### src/ebr_pkg.sv
package ebr_pkg;
    localparam logic [7:0] ADDR_THRESH = 8'h10;
    localparam logic [7:0] ADDR_FLAGS = 8'h20;
    localparam logic [7:0] ADDR_MAX = 8'h30;
    localparam logic [7:0] ADDR_CNT_LO = 8'h40;
    localparam logic [7:0] ADDR_CNT_HI = 8'h50;
    localparam int THRESH_LSB = 4;
    localparam int MAX_CNT_LSB = 4;
    localparam logic [3:0] THRESH_RESET = 4'h4;
    localparam logic [3:0] CNT_MAX_CORR = 4'h8;
    localparam logic [3:0] CNT_UNCORR = 4'hf;
    localparam int NUM_SECTORS = 4;
    localparam int CNT_W = 4;
    localparam logic [15:0] CNT_RESET = 16'h0000;
    localparam logic [3:0] FLAGS_RESET = 4'h0;
    localparam logic [7:0] MAX_RESET = 8'h00;
    localparam logic [7:0] RDATA_RESET = 8'h00;
endpackage : ebr_pkg

### src/ebr_result_if.sv
`timescale 1ns/1ns
interface ebr_result_if;
    logic [15:0] counts;
    logic [3:0] flags;
    logic [3:0] maxCount;
    logic [2:0] maxSector;
    modport calc (output counts, output flags, output maxCount, output maxSector);
    modport user (input counts, input flags, input maxCount, input maxSector);
endinterface : ebr_result_if

### src/ebr_report.sv
`timescale 1ns/1ns
module ebr_report (
    input wire logic clk,
    input wire logic nrst,
    input wire logic pageDone,
    input wire logic eccEnable,
    input wire logic [15:0] rawCounts,
    input wire logic regWrite,
    input wire logic [7:0] regAddr,
    input wire logic [7:0] regWdata,
    output logic [7:0] regRdata
);
    // =======================================
    // threshold setting
    logic [3:0] thresh_q;
    logic [3:0] thresh_d;

    always_comb begin
        thresh_d = thresh_q;
        // low nibble is reserved and dropped
        if (regWrite && regAddr == ebr_pkg::ADDR_THRESH) begin
            thresh_d = regWdata[ebr_pkg::THRESH_LSB +: 4];
        end
    end

    always_ff @(posedge clk) begin
        if (!nrst) begin
            thresh_q <= ebr_pkg::THRESH_RESET;
        end else begin
            thresh_q <= thresh_d;
        end
    end

    // =======================================
    // page results
    ebr_result_if res ();

    ebr_page_calc u_calc (
        .rawCounts(rawCounts),
        .threshold(thresh_q),
        .res(res)
    );

    logic [15:0] cnt_q;
    logic [15:0] cnt_d;
    logic [3:0] flags_q;
    logic [3:0] flags_d;
    logic [7:0] max_q;
    logic [7:0] max_d;
    logic capture;

    // without ecc the counts mean nothing, so the last report stays
    assign capture = pageDone && eccEnable;

    always_comb begin
        cnt_d = cnt_q;
        flags_d = flags_q;
        max_d = max_q;
        if (capture) begin
            cnt_d = res.counts;
            flags_d = res.flags;
            max_d = {res.maxCount, 1'b0, res.maxSector};
        end
    end

    always_ff @(posedge clk) begin
        if (!nrst) begin
            cnt_q <= ebr_pkg::CNT_RESET;
            flags_q <= ebr_pkg::FLAGS_RESET;
            max_q <= ebr_pkg::MAX_RESET;
        end else begin
            cnt_q <= cnt_d;
            flags_q <= flags_d;
            max_q <= max_d;
        end
    end

    // =======================================
    // read data, registered so the host never samples a mux in motion
    logic [7:0] rdata_q;
    logic [7:0] rdata_d;

    always_comb begin
        // reserved bits read zero, the host must not rely on it
        case (regAddr)
            ebr_pkg::ADDR_THRESH: rdata_d = {thresh_q, 4'h0};
            ebr_pkg::ADDR_FLAGS: rdata_d = {4'h0, flags_q};
            ebr_pkg::ADDR_MAX: rdata_d = max_q;
            ebr_pkg::ADDR_CNT_LO: rdata_d = cnt_q[7:0];
            ebr_pkg::ADDR_CNT_HI: rdata_d = cnt_q[15:8];
            default: rdata_d = 8'h00;
        endcase
    end

    always_ff @(posedge clk) begin
        if (!nrst) begin
            rdata_q <= ebr_pkg::RDATA_RESET;
        end else begin
            rdata_q <= rdata_d;
        end
    end

    assign regRdata = rdata_q;

    // =======================================
    // checks
    chk_flag_set: assert property (@(posedge clk) disable iff (!nrst)
        ($past(nrst) && $past(capture))
        |-> flags_q[0] == (cnt_q[3:0] >= $past(thresh_q)))
        else $error("flag 0 mismatch");
    chk_flag_low: assert property (@(posedge clk) disable iff (!nrst)
        ($past(nrst) && $past(capture) && cnt_q[7:4] < $past(thresh_q)) |-> !flags_q[1])
        else $error("flag 1 set below threshold");
    chk_cnt_range: assert property (@(posedge clk) disable iff (!nrst)
        cnt_q[3:0] <= ebr_pkg::CNT_MAX_CORR || cnt_q[3:0] == ebr_pkg::CNT_UNCORR)
        else $error("count out of range");
    chk_cnt_sat: assert property (@(posedge clk) disable iff (!nrst)
        (capture && rawCounts[15:12] > ebr_pkg::CNT_MAX_CORR) |=> cnt_q[15:12] == 4'hf)
        else $error("no saturation");
    chk_max_uncorr: assert property (@(posedge clk) disable iff (!nrst)
        (cnt_q[3:0] == 4'hf) |-> max_q[7:4] == 4'hf)
        else $error("max not all ones");
    chk_max_ge: assert property (@(posedge clk) disable iff (!nrst)
        max_q[7:4] >= cnt_q[11:8] && max_q[7:4] >= cnt_q[7:4])
        else $error("max below a sector");
    chk_max_zero: assert property (@(posedge clk) disable iff (!nrst)
        (cnt_q == 16'h0000) |-> max_q == 8'h00)
        else $error("clean page max nonzero");
    chk_tie_low: assert property (@(posedge clk) disable iff (!nrst)
        (max_q[7:4] == cnt_q[3:0]) |-> max_q[2:0] == 3'h0)
        else $error("tie not lowest");
    chk_hold: assert property (@(posedge clk) disable iff (!nrst)
        !capture |=> $stable(cnt_q) && $stable(max_q) && $stable(flags_q))
        else $error("report changed without page read");

    // =======================================
    // per-sector checks, one property each so a failure names its sector
    chk_set_sec1: assert property (@(posedge clk) disable iff (!nrst)
        ($past(nrst) && $past(capture) && cnt_q[7:4] >= $past(thresh_q))
        |-> flags_q[1])
        else $error("flag 1 clear at threshold");

    chk_set_sec2: assert property (@(posedge clk) disable iff (!nrst)
        ($past(nrst) && $past(capture) && cnt_q[11:8] >= $past(thresh_q))
        |-> flags_q[2])
        else $error("flag 2 clear at threshold");

    chk_set_sec3: assert property (@(posedge clk) disable iff (!nrst)
        ($past(nrst) && $past(capture) && cnt_q[15:12] >= $past(thresh_q))
        |-> flags_q[3])
        else $error("flag 3 clear at threshold");

    chk_low_sec0: assert property (@(posedge clk) disable iff (!nrst)
        ($past(nrst) && $past(capture) && cnt_q[3:0] < $past(thresh_q))
        |-> !flags_q[0])
        else $error("flag 0 set below threshold");

    chk_low_sec2: assert property (@(posedge clk) disable iff (!nrst)
        ($past(nrst) && $past(capture) && cnt_q[11:8] < $past(thresh_q))
        |-> !flags_q[2])
        else $error("flag 2 set below threshold");

    chk_low_sec3: assert property (@(posedge clk) disable iff (!nrst)
        ($past(nrst) && $past(capture) && cnt_q[15:12] < $past(thresh_q))
        |-> !flags_q[3])
        else $error("flag 3 set below threshold");

    chk_range_sec1: assert property (@(posedge clk) disable iff (!nrst)
        cnt_q[7:4] <= ebr_pkg::CNT_MAX_CORR
        || cnt_q[7:4] == ebr_pkg::CNT_UNCORR)
        else $error("count 1 out of range");

    chk_range_sec2: assert property (@(posedge clk) disable iff (!nrst)
        cnt_q[11:8] <= ebr_pkg::CNT_MAX_CORR
        || cnt_q[11:8] == ebr_pkg::CNT_UNCORR)
        else $error("count 2 out of range");

    chk_range_sec3: assert property (@(posedge clk) disable iff (!nrst)
        cnt_q[15:12] <= ebr_pkg::CNT_MAX_CORR
        || cnt_q[15:12] == ebr_pkg::CNT_UNCORR)
        else $error("count 3 out of range");

    chk_sat_sec0: assert property (@(posedge clk) disable iff (!nrst)
        (capture && rawCounts[3:0] > ebr_pkg::CNT_MAX_CORR)
        |=> cnt_q[3:0] == ebr_pkg::CNT_UNCORR)
        else $error("count 0 not saturated");

    chk_sat_sec1: assert property (@(posedge clk) disable iff (!nrst)
        (capture && rawCounts[7:4] > ebr_pkg::CNT_MAX_CORR)
        |=> cnt_q[7:4] == ebr_pkg::CNT_UNCORR)
        else $error("count 1 not saturated");

    chk_sat_sec2: assert property (@(posedge clk) disable iff (!nrst)
        (capture && rawCounts[11:8] > ebr_pkg::CNT_MAX_CORR)
        |=> cnt_q[11:8] == ebr_pkg::CNT_UNCORR)
        else $error("count 2 not saturated");

    chk_pass_sec0: assert property (@(posedge clk) disable iff (!nrst)
        (capture && rawCounts[3:0] <= ebr_pkg::CNT_MAX_CORR)
        |=> cnt_q[3:0] == $past(rawCounts[3:0]))
        else $error("count 0 not in place");

    chk_pass_sec1: assert property (@(posedge clk) disable iff (!nrst)
        (capture && rawCounts[7:4] <= ebr_pkg::CNT_MAX_CORR)
        |=> cnt_q[7:4] == $past(rawCounts[7:4]))
        else $error("count 1 not in place");

    chk_pass_sec2: assert property (@(posedge clk) disable iff (!nrst)
        (capture && rawCounts[11:8] <= ebr_pkg::CNT_MAX_CORR)
        |=> cnt_q[11:8] == $past(rawCounts[11:8]))
        else $error("count 2 not in place");

    chk_pass_sec3: assert property (@(posedge clk) disable iff (!nrst)
        (capture && rawCounts[15:12] <= ebr_pkg::CNT_MAX_CORR)
        |=> cnt_q[15:12] == $past(rawCounts[15:12]))
        else $error("count 3 not in place");

    chk_tie_sec1: assert property (@(posedge clk) disable iff (!nrst)
        (cnt_q[7:4] == max_q[7:4] && cnt_q[3:0] < max_q[7:4])
        |-> max_q[2:0] == 3'h1)
        else $error("tie not lowest at sector 1");

    chk_tie_sec2: assert property (@(posedge clk) disable iff (!nrst)
        (cnt_q[11:8] == max_q[7:4] && cnt_q[3:0] < max_q[7:4] && cnt_q[7:4] < max_q[7:4])
        |-> max_q[2:0] == 3'h2)
        else $error("tie not lowest at sector 2");

    chk_tie_sec3: assert property (@(posedge clk) disable iff (!nrst)
        (cnt_q[15:12] == max_q[7:4] && cnt_q[3:0] < max_q[7:4]
        && cnt_q[7:4] < max_q[7:4] && cnt_q[11:8] < max_q[7:4])
        |-> max_q[2:0] == 3'h3)
        else $error("tie not lowest at sector 3");

    // =======================================
    // page maximum
    // nibble of a packed count word, picked by sector number
    function automatic logic [3:0] nibble(input logic [15:0] v, input logic [2:0] idx);
        nibble = v[idx[1:0]*4 +: 4];
    endfunction : nibble

    chk_max_hit: assert property (@(posedge clk) disable iff (!nrst)
        max_q[7:4] == nibble(cnt_q, max_q[2:0]))
        else $error("max not held by its sector");

    chk_max_edge: assert property (@(posedge clk) disable iff (!nrst)
        max_q[7:4] >= cnt_q[3:0]
        && max_q[7:4] >= cnt_q[15:12])
        else $error("max below an outer sector");

    chk_sec_range: assert property (@(posedge clk) disable iff (!nrst)
        max_q[2:0] <= 3'h3)
        else $error("max sector out of range");

    chk_uncorr_any: assert property (@(posedge clk) disable iff (!nrst)
        (cnt_q[7:4] == ebr_pkg::CNT_UNCORR || cnt_q[11:8] == ebr_pkg::CNT_UNCORR
        || cnt_q[15:12] == ebr_pkg::CNT_UNCORR)
        |-> max_q[7:4] == ebr_pkg::CNT_UNCORR)
        else $error("uncorrected sector, max not all ones");

    chk_max_nonzero: assert property (@(posedge clk) disable iff (!nrst)
        (cnt_q != 16'h0000)
        |-> max_q[7:4] != 4'h0)
        else $error("dirty page max zero");

    // =======================================
    // capture, hold and threshold
    chk_no_ecc: assert property (@(posedge clk) disable iff (!nrst)
        (pageDone && !eccEnable)
        |=> $stable(cnt_q) && $stable(flags_q) && $stable(max_q))
        else $error("report moved without ecc");

    chk_thresh_wr: assert property (@(posedge clk) disable iff (!nrst)
        (regWrite && regAddr == ebr_pkg::ADDR_THRESH)
        |=> thresh_q == $past(regWdata[ebr_pkg::THRESH_LSB +: 4]))
        else $error("threshold write lost");

    chk_thresh_hold: assert property (@(posedge clk) disable iff (!nrst)
        !(regWrite && regAddr == ebr_pkg::ADDR_THRESH)
        |=> $stable(thresh_q))
        else $error("threshold moved without write");

    // =======================================
    // read data, checked one edge after the address
    chk_rd_thresh: assert property (@(posedge clk) disable iff (!nrst)
        ($past(nrst) && $past(regAddr) == ebr_pkg::ADDR_THRESH)
        |-> regRdata[7:4] == $past(thresh_q))
        else $error("threshold readback wrong");

    chk_rd_flags: assert property (@(posedge clk) disable iff (!nrst)
        ($past(nrst) && $past(regAddr) == ebr_pkg::ADDR_FLAGS)
        |-> regRdata[3:0] == $past(flags_q))
        else $error("flag readback wrong");

    chk_rd_max: assert property (@(posedge clk) disable iff (!nrst)
        ($past(nrst) && $past(regAddr) == ebr_pkg::ADDR_MAX)
        |-> regRdata == $past(max_q))
        else $error("max readback wrong");

    chk_rd_lo: assert property (@(posedge clk) disable iff (!nrst)
        ($past(nrst) && $past(regAddr) == ebr_pkg::ADDR_CNT_LO)
        |-> regRdata == $past(cnt_q[7:0]))
        else $error("low count readback wrong");

    chk_rd_hi: assert property (@(posedge clk) disable iff (!nrst)
        ($past(nrst) && $past(regAddr) == ebr_pkg::ADDR_CNT_HI)
        |-> regRdata == $past(cnt_q[15:8]))
        else $error("high count readback wrong");
endmodule : ebr_report

### src/ebr_page_calc.sv
`timescale 1ns/1ns
module ebr_page_calc (
    input wire logic [15:0] rawCounts,
    input wire logic [3:0] threshold,
    ebr_result_if.calc res
);
    // =======================================
    // saturating encode of one raw count
    function automatic logic [3:0] encCount(input logic [3:0] raw);
        // anything past eight was not corrected
        if (raw > ebr_pkg::CNT_MAX_CORR) begin
            encCount = ebr_pkg::CNT_UNCORR;
        end else begin
            encCount = raw;
        end
    endfunction : encCount

    always_comb begin
        logic [3:0] c;
        logic [3:0] best;
        logic [2:0] bestIdx;
        c = 4'h0;
        best = 4'h0;
        bestIdx = 3'h0;
        res.counts = 16'h0000;
        res.flags = 4'h0;
        for (int s = 0; s < ebr_pkg::NUM_SECTORS; s++) begin
            c = encCount(rawCounts[s*4 +: 4]);
            res.counts[s*4 +: 4] = c;
            res.flags[s] = (c >= threshold);
            // strict compare keeps the lower sector on a tie
            if (c > best) begin
                best = c;
                bestIdx = 3'(s);
            end
        end
        res.maxCount = best;
        res.maxSector = bestIdx;
    end
endmodule : ebr_page_calc

### config.mk
export PLATFORM = sky130hd
export DESIGN_NAME = ebr_report
export DESIGN_NICKNAME = d
export VERILOG_FILES = /design/src/ebr_pkg.sv /design/src/ebr_result_if.sv /design/src/ebr_report.sv /design/src/ebr_page_calc.sv
export SDC_FILE = /design/constraint.sdc
export NUM_CORES = 1
export LEC_CHECK = 0
export BUFFER_PORTS_ARGS = -buffer_cell sky130_fd_sc_hd__buf_2
export CAP_MARGIN = 20
export CORE_AREA = 4 4 79 81
export DETAILED_ROUTE_END_ITERATION = 10
export DIE_AREA = 0 0 83 85
export HOLD_SLACK_MARGIN = 0.02
export PLACE_DENSITY_LB_ADDON = 0.05
export SLEW_MARGIN = 20
export SYNTH_ARGS = -nofsm -noshare
export SYNTH_HDL_FRONTEND = slang
export SYNTH_SLANG_ARGS = --single-unit
### constraint.sdc
create_clock -name clk -period 11.6 [get_ports clk]
set_clock_uncertainty 0.15 [all_clocks]
set_input_delay 0.58 -clock clk [delete_from_list [all_inputs] [get_ports clk]]
set_output_delay 0.58 -clock clk [all_outputs]
set_load 0.02 [all_outputs]
# After elaboration in Yosys (flattened, before gate mapping)
# Cells that the tools add are included.
# totals
reg_bits,39
wordCells,36
# classes
n_lt_le_gt_ge,12
n_eq_ne,5
mux,12
reduce_logical,2
# ops
op,n
$pmux 8 s5,1
$mux 4,8
$eq 8x6->1 const B,2
$eq 8x7->1 const B,2
$ge 4x4->1,4
$gt 4x4->1 const B,4
$gt 4x4->1,3
$eq 8x5->1 const B,1
$gt 4x1->1 const B,1
$mux 2,2
$logic_and 1x1->1,2
$mux 1,1

# Logic depth before layout (Yosys ltp)
# logic_depth
ltp_word,10
ltp_mapped,25
mapped_depth_nobuf,25

# Modules after synthesis
# A second synthesis with hierarchy kept.
# hier_totals
hier_cells,328
hier_area_um2,2715.1
# by_module_without_submodules
module,instances,cells_each,area_each_um2,seq_area_each_um2
ebr_report,1,186,1611.5,780.7
ebr_page_calc,1,142,1103.6,0.0

# Least setup slack after synthesis
# No wires, ideal clock.
# synth_path
path_type,in2reg
start,in rawCounts[4]
end,reg max_q[0]
arrival_ns,4.435
required_ns,11.334
slack_ns,6.899
stages,23
path_buffers,0
cell_sequence,o21a_1 -> nor2_1 -> inv_1 -> ha_1 -> nand2b_1 -> a21oi_1 -> o21ai_0 -> mux2i_1 -> ha_1 -> a21oi_1 -> a31oi_1 -> a21oi_1 -> o41a_1 -> and2_4 -> mux2i_1 -> ha_1 -> nor2b_1 -> o21a_1 -> o21a_1 -> o21ai_1 -> and2_1 -> o21ai_0 -> o211a_1
# synth_between
elab_chain_len,8
# synth_lines
item,line,rtl
start: declaration,ebr_report.sv:7,"input wire logic [15:0] rawCounts,"
$gt 4x4->1 (*),ebr_page_calc.sv:11,if (raw > ebr_pkg::CNT_MAX_CORR) begin
$mux 4 (*),ebr_page_calc.sv:11,
net res.counts[5],ebr_result_if.sv:3,logic [15:0] counts;
$gt 4x4->1,ebr_page_calc.sv:32,if (c > best) begin
$mux 4,ebr_page_calc.sv:32,
$gt 4x4->1,ebr_page_calc.sv:32,
$mux 4,ebr_page_calc.sv:32,
$gt 4x4->1,ebr_page_calc.sv:32,
$mux 2 (*),ebr_page_calc.sv:32,
end signal: assignment,ebr_report.sv:70,max_q <= ebr_pkg::MAX_RESET;
end signal: assignment,ebr_report.sv:74,max_q <= max_d;
end: declaration,ebr_report.sv:48,logic [7:0] max_q;
# Mark *: on every way through the listed nets, which the timed path passes. The rest lies on a longest branch.
# A chain may end at the register's enable or synchronous reset.

# Worst setup path after layout
# layout_path
start,in rawCounts[3]
end,reg max_q[0]
# layout_between
elab_chain_len,10
# layout_lines
item,line
$gt 4x4->1,ebr_page_calc.sv:11
$mux 4 (*),ebr_page_calc.sv:11
$gt 4x1->1,ebr_page_calc.sv:32
$mux 4 (*),ebr_page_calc.sv:32
$gt 4x4->1,ebr_page_calc.sv:32
$mux 4,ebr_page_calc.sv:32
$gt 4x4->1,ebr_page_calc.sv:32
$mux 4,ebr_page_calc.sv:32
$gt 4x4->1,ebr_page_calc.sv:32
$mux 2 (*),ebr_page_calc.sv:32
# Mark *: on every way between the ends. The rest lies on a longest branch, timed or not.

==> reports/qor.txt <==
outcome: finished clean
final wirelength: 6.08 mm
Reg power frac: 0.427
share of the synthesized area in the top cell type: 0.312
starting density of the core: 0.445
RSZ-0062 raised after global routing: no
clock sinks: 38
arrival time at the worst endpoint: 5.29 ns
Die Y: 85 µm
synthesized area: 2430 µm²
worst vdd ir: 65.7 µV
slowest stage delay, CP: 0.44 ns
Lkg Pwr: 1.26 nW
Residual DRC: 0
Pint: 0.237 mW
Final WS setup: 6.34 ns
chip width: 83 µm
Switching Share: 0.290
fmax: 190 MHz
standard-cell rows: 27
endpoints failing setup: 0
HP Class: reg2reg
vias in the first global route: 2035
Worst-Skew Late Latency: 0.29 ns
Die ar.: 7060 µm²
Synth area leader: dfxtp_1
vias after detailed routing: 2172
fin area: 2790 µm²
n_diodes: 0
R2R Path Start: thresh_q[0]
crit-path max FO: 7
Post-synth EDFFs: 0
remaining global-route overflow: 0
Post-CTS Setup Bufs: 0
Placement Setup Slack: 6.01 ns
Layout fillers: 585
Synth area leaders: dfxtp_1, ha_1, nor2_1, nand2_1, a21oi_1
Worst EP required: 11.63 ns
vias per inst: 5.26
first-pass GRT wire length: 10.1 mm
IO buf count: 40
Hold Buf Count CTS: 0
Yosys cell types: 35
Seq cells post-synth: 38
Setup CP Type: in2reg
Critical path origin: rawCounts[3]
post-CTS sizing: 0
Seq/Total Area, Yosys: 0.312
largest net degree at the start of global routing: 35
Inserted Clock Buffers: 5
Worst-Margin Slew: 0.811 ns
Layout area overhead: 14.6%
asr flop ratio synth: 0
Crit path top cell by count: a21oi_1
Hold Startpoint: max_q[5]
TritonRoute pass-1 iters: 4
# IOs: 45
Final Core Density: 0.510
Reg2Reg Setup Slack: 9.99 ns
Syn Inst Count: 305
RD Place Congestion: 0.805
setup TNS: 0 ns
total power: 0.334 mW
syn avg cell area: 7.98 µm²
PwrDens: 120 nW/µm²
fin crit period: 5.26 ns
DP Cell Count: 405
CP Launch Type: input pin
Reg area: 761 µm²
antenna violations before repair: 0
H-tree level count: 2
P_sw: 0.0966 mW
Worst-path clk slew: 0.08 ns
CP Cell Sequence: buf_2 -> inv_1 -> nor2_1 -> nor2_1 -> ha_1 -> o21ai_1 -> a21oi_1 -> o21ai_0 -> mux2i_1 -> ha_1 -> a21oi_1 -> a31oi_1 -> a21oi_1 -> o41a_1 -> nand2_1 -> nor2_1 -> a21oi_1 -> ha_1 -> o21a_1 -> o21a_1 -> o21ai_1 -> and2_1 -> o21ai_0 -> o211a_1
Crit Reg-Reg Endpoint: flags_q[0]
Main synth FF type: dfxtp_1
count of warnings emitted by yosys: 0
layout cells sized above 1: 0.158
non-filler cells, final: 413
First DRT Iteration DRCs: 92
area of the multi-input gates: 1590 µm²
post-DR wirelength/cell: 14.7 µm
Clock power frac: 0.329
TritonCTS clock tree: built
Layout Nets: 404
relative slew slack: 0.458
Final ANT Viol Nets: 0
Clock Tree Buf Depth: 2
core area: 5470 µm²
CP endpoint: max_q[0]
logic gate share of total power: 0.244
Max Slew Vio Count: 0
Period Utilization, post-route: 0.454
FF-to-FF path depth: 6
Slowest cell on crit path: o21ai_0
max cap viols: 0
dpl hpwl: 4.62 mm
CTS root buf: clkbuf_8
Mapped Nets: 369
Final Hold Viols: 0
CP Capture Type: flip-flop
gr usage total: 0.175
Placed Area: 2680 µm²
hold_ws: 0.317 ns
[synthesized netlist by cell type (3+ instances only)]
library cell  instances
nor2_1               41
dfxtp_1              38
nand2_1              34
ha_1                 27
a21oi_1              24
o21ai_0              20
clkbuf_1             13
a21boi_0             10
nand2b_1             10
nand3_1              10
inv_1                 9
o211a_1               9
mux2i_1               8
o21a_1                7
nor2b_1               6
nor3_1                5
nor3b_1               5
a22oi_1               3
a31oi_1               3
mux2_2                3
[critical path, delay by kind of cell]
family                   cells  cell delay [ns]
AO/OA/AOI/OAI               13             2.33
adder cells (fa/ha/maj)      3             0.92
AND/OR/NAND/NOR              5             0.91
multiplexers                 1             0.30
buffers and inverters        2             0.25
[power groups by stage]
stage,Combinational (mW),Sequential (mW),Clock [mW]
floorplan,0.0593,0.144,0
global placement,0.0799,0.145,0
detailed placement,0.0816,0.145,0
CTS,0.0820,0.142,0.111
global route,0.0927,0.143,0.118
finish,0.0814,0.142,0.110
[placed cells by master, fill, tap and decap left out, types with 3 or more instances in the layout]
cell type	instances
a31oi_1	3
buf_2	40
a22oi_1	3
clkbuf_8	5
mux2_2	3
nand2_1	34
a21oi_1	24
inv_1	9
nor2b_1	6
nand2b_1	10
dfxtp_1	38
nor2_1	41
o21ai_0	20
o211a_1	9
o21a_1	7
ha_1	27
nor3_1	5
nand3_1	10
nor3b_1	5
a21boi_0	10
mux2i_1	8
[layout make-up]
class / count / area share
Inverter: 9 / 0.0121
Sequential cell: 38 / 0.273
Timing Repair Buffer: 41 / 0.0744
Tap cell: 72 / 0.0323
Clock buffer: 7 / 0.0274
Clock inverter: 1 / 0.0108
Multi-Input combinational cell: 245 / 0.570
[worst min-delay path by stage]
| stage | end | depth (start not counted) |
|---|---|---|
| 2_1_floorplan | regRdata[7] | 2 |
| 3_3_place_gp | max_q[5] | 2 |
| 3_5_place_dp | max_q[5] | 2 |
| 4_1_cts | max_q[5] | 2 |
| 5_1_grt | cnt_q[7] | 2 |
| 6_report | max_q[5] | 2 |
[routing by layer]
metal | track usage | part of all wire
met1 | 0.241 | 0.52
met3 | 0.0340 | 0.035
met2 | 0.280 | 0.43
met4 | 0.0446 | 0.0095
met5 | 0 | 0
[state kept, by name, summed over array words and instances (netlist names)]
register,count
cnt_q,16
flags_q,4
max_q,6
regRdata,8
thresh_q,4
[cell families (layout without fill, tap and decap cells)]
logic type | count (synthesis) | count (layout) | synth area share
AO/OA/AOI/OAI | 88 | 88 | 0.237
AND/OR/NAND/NOR | 119 | 119 | 0.231
adder cells (fa/ha/maj) | 27 | 27 | 0.139
multiplexers | 11 | 11 | 0.0468
buffers and inverters | 22 | 58 | 0.0339
flip-flops | 38 | 38 | 0.312
Power figures use the tool's default switching activity.
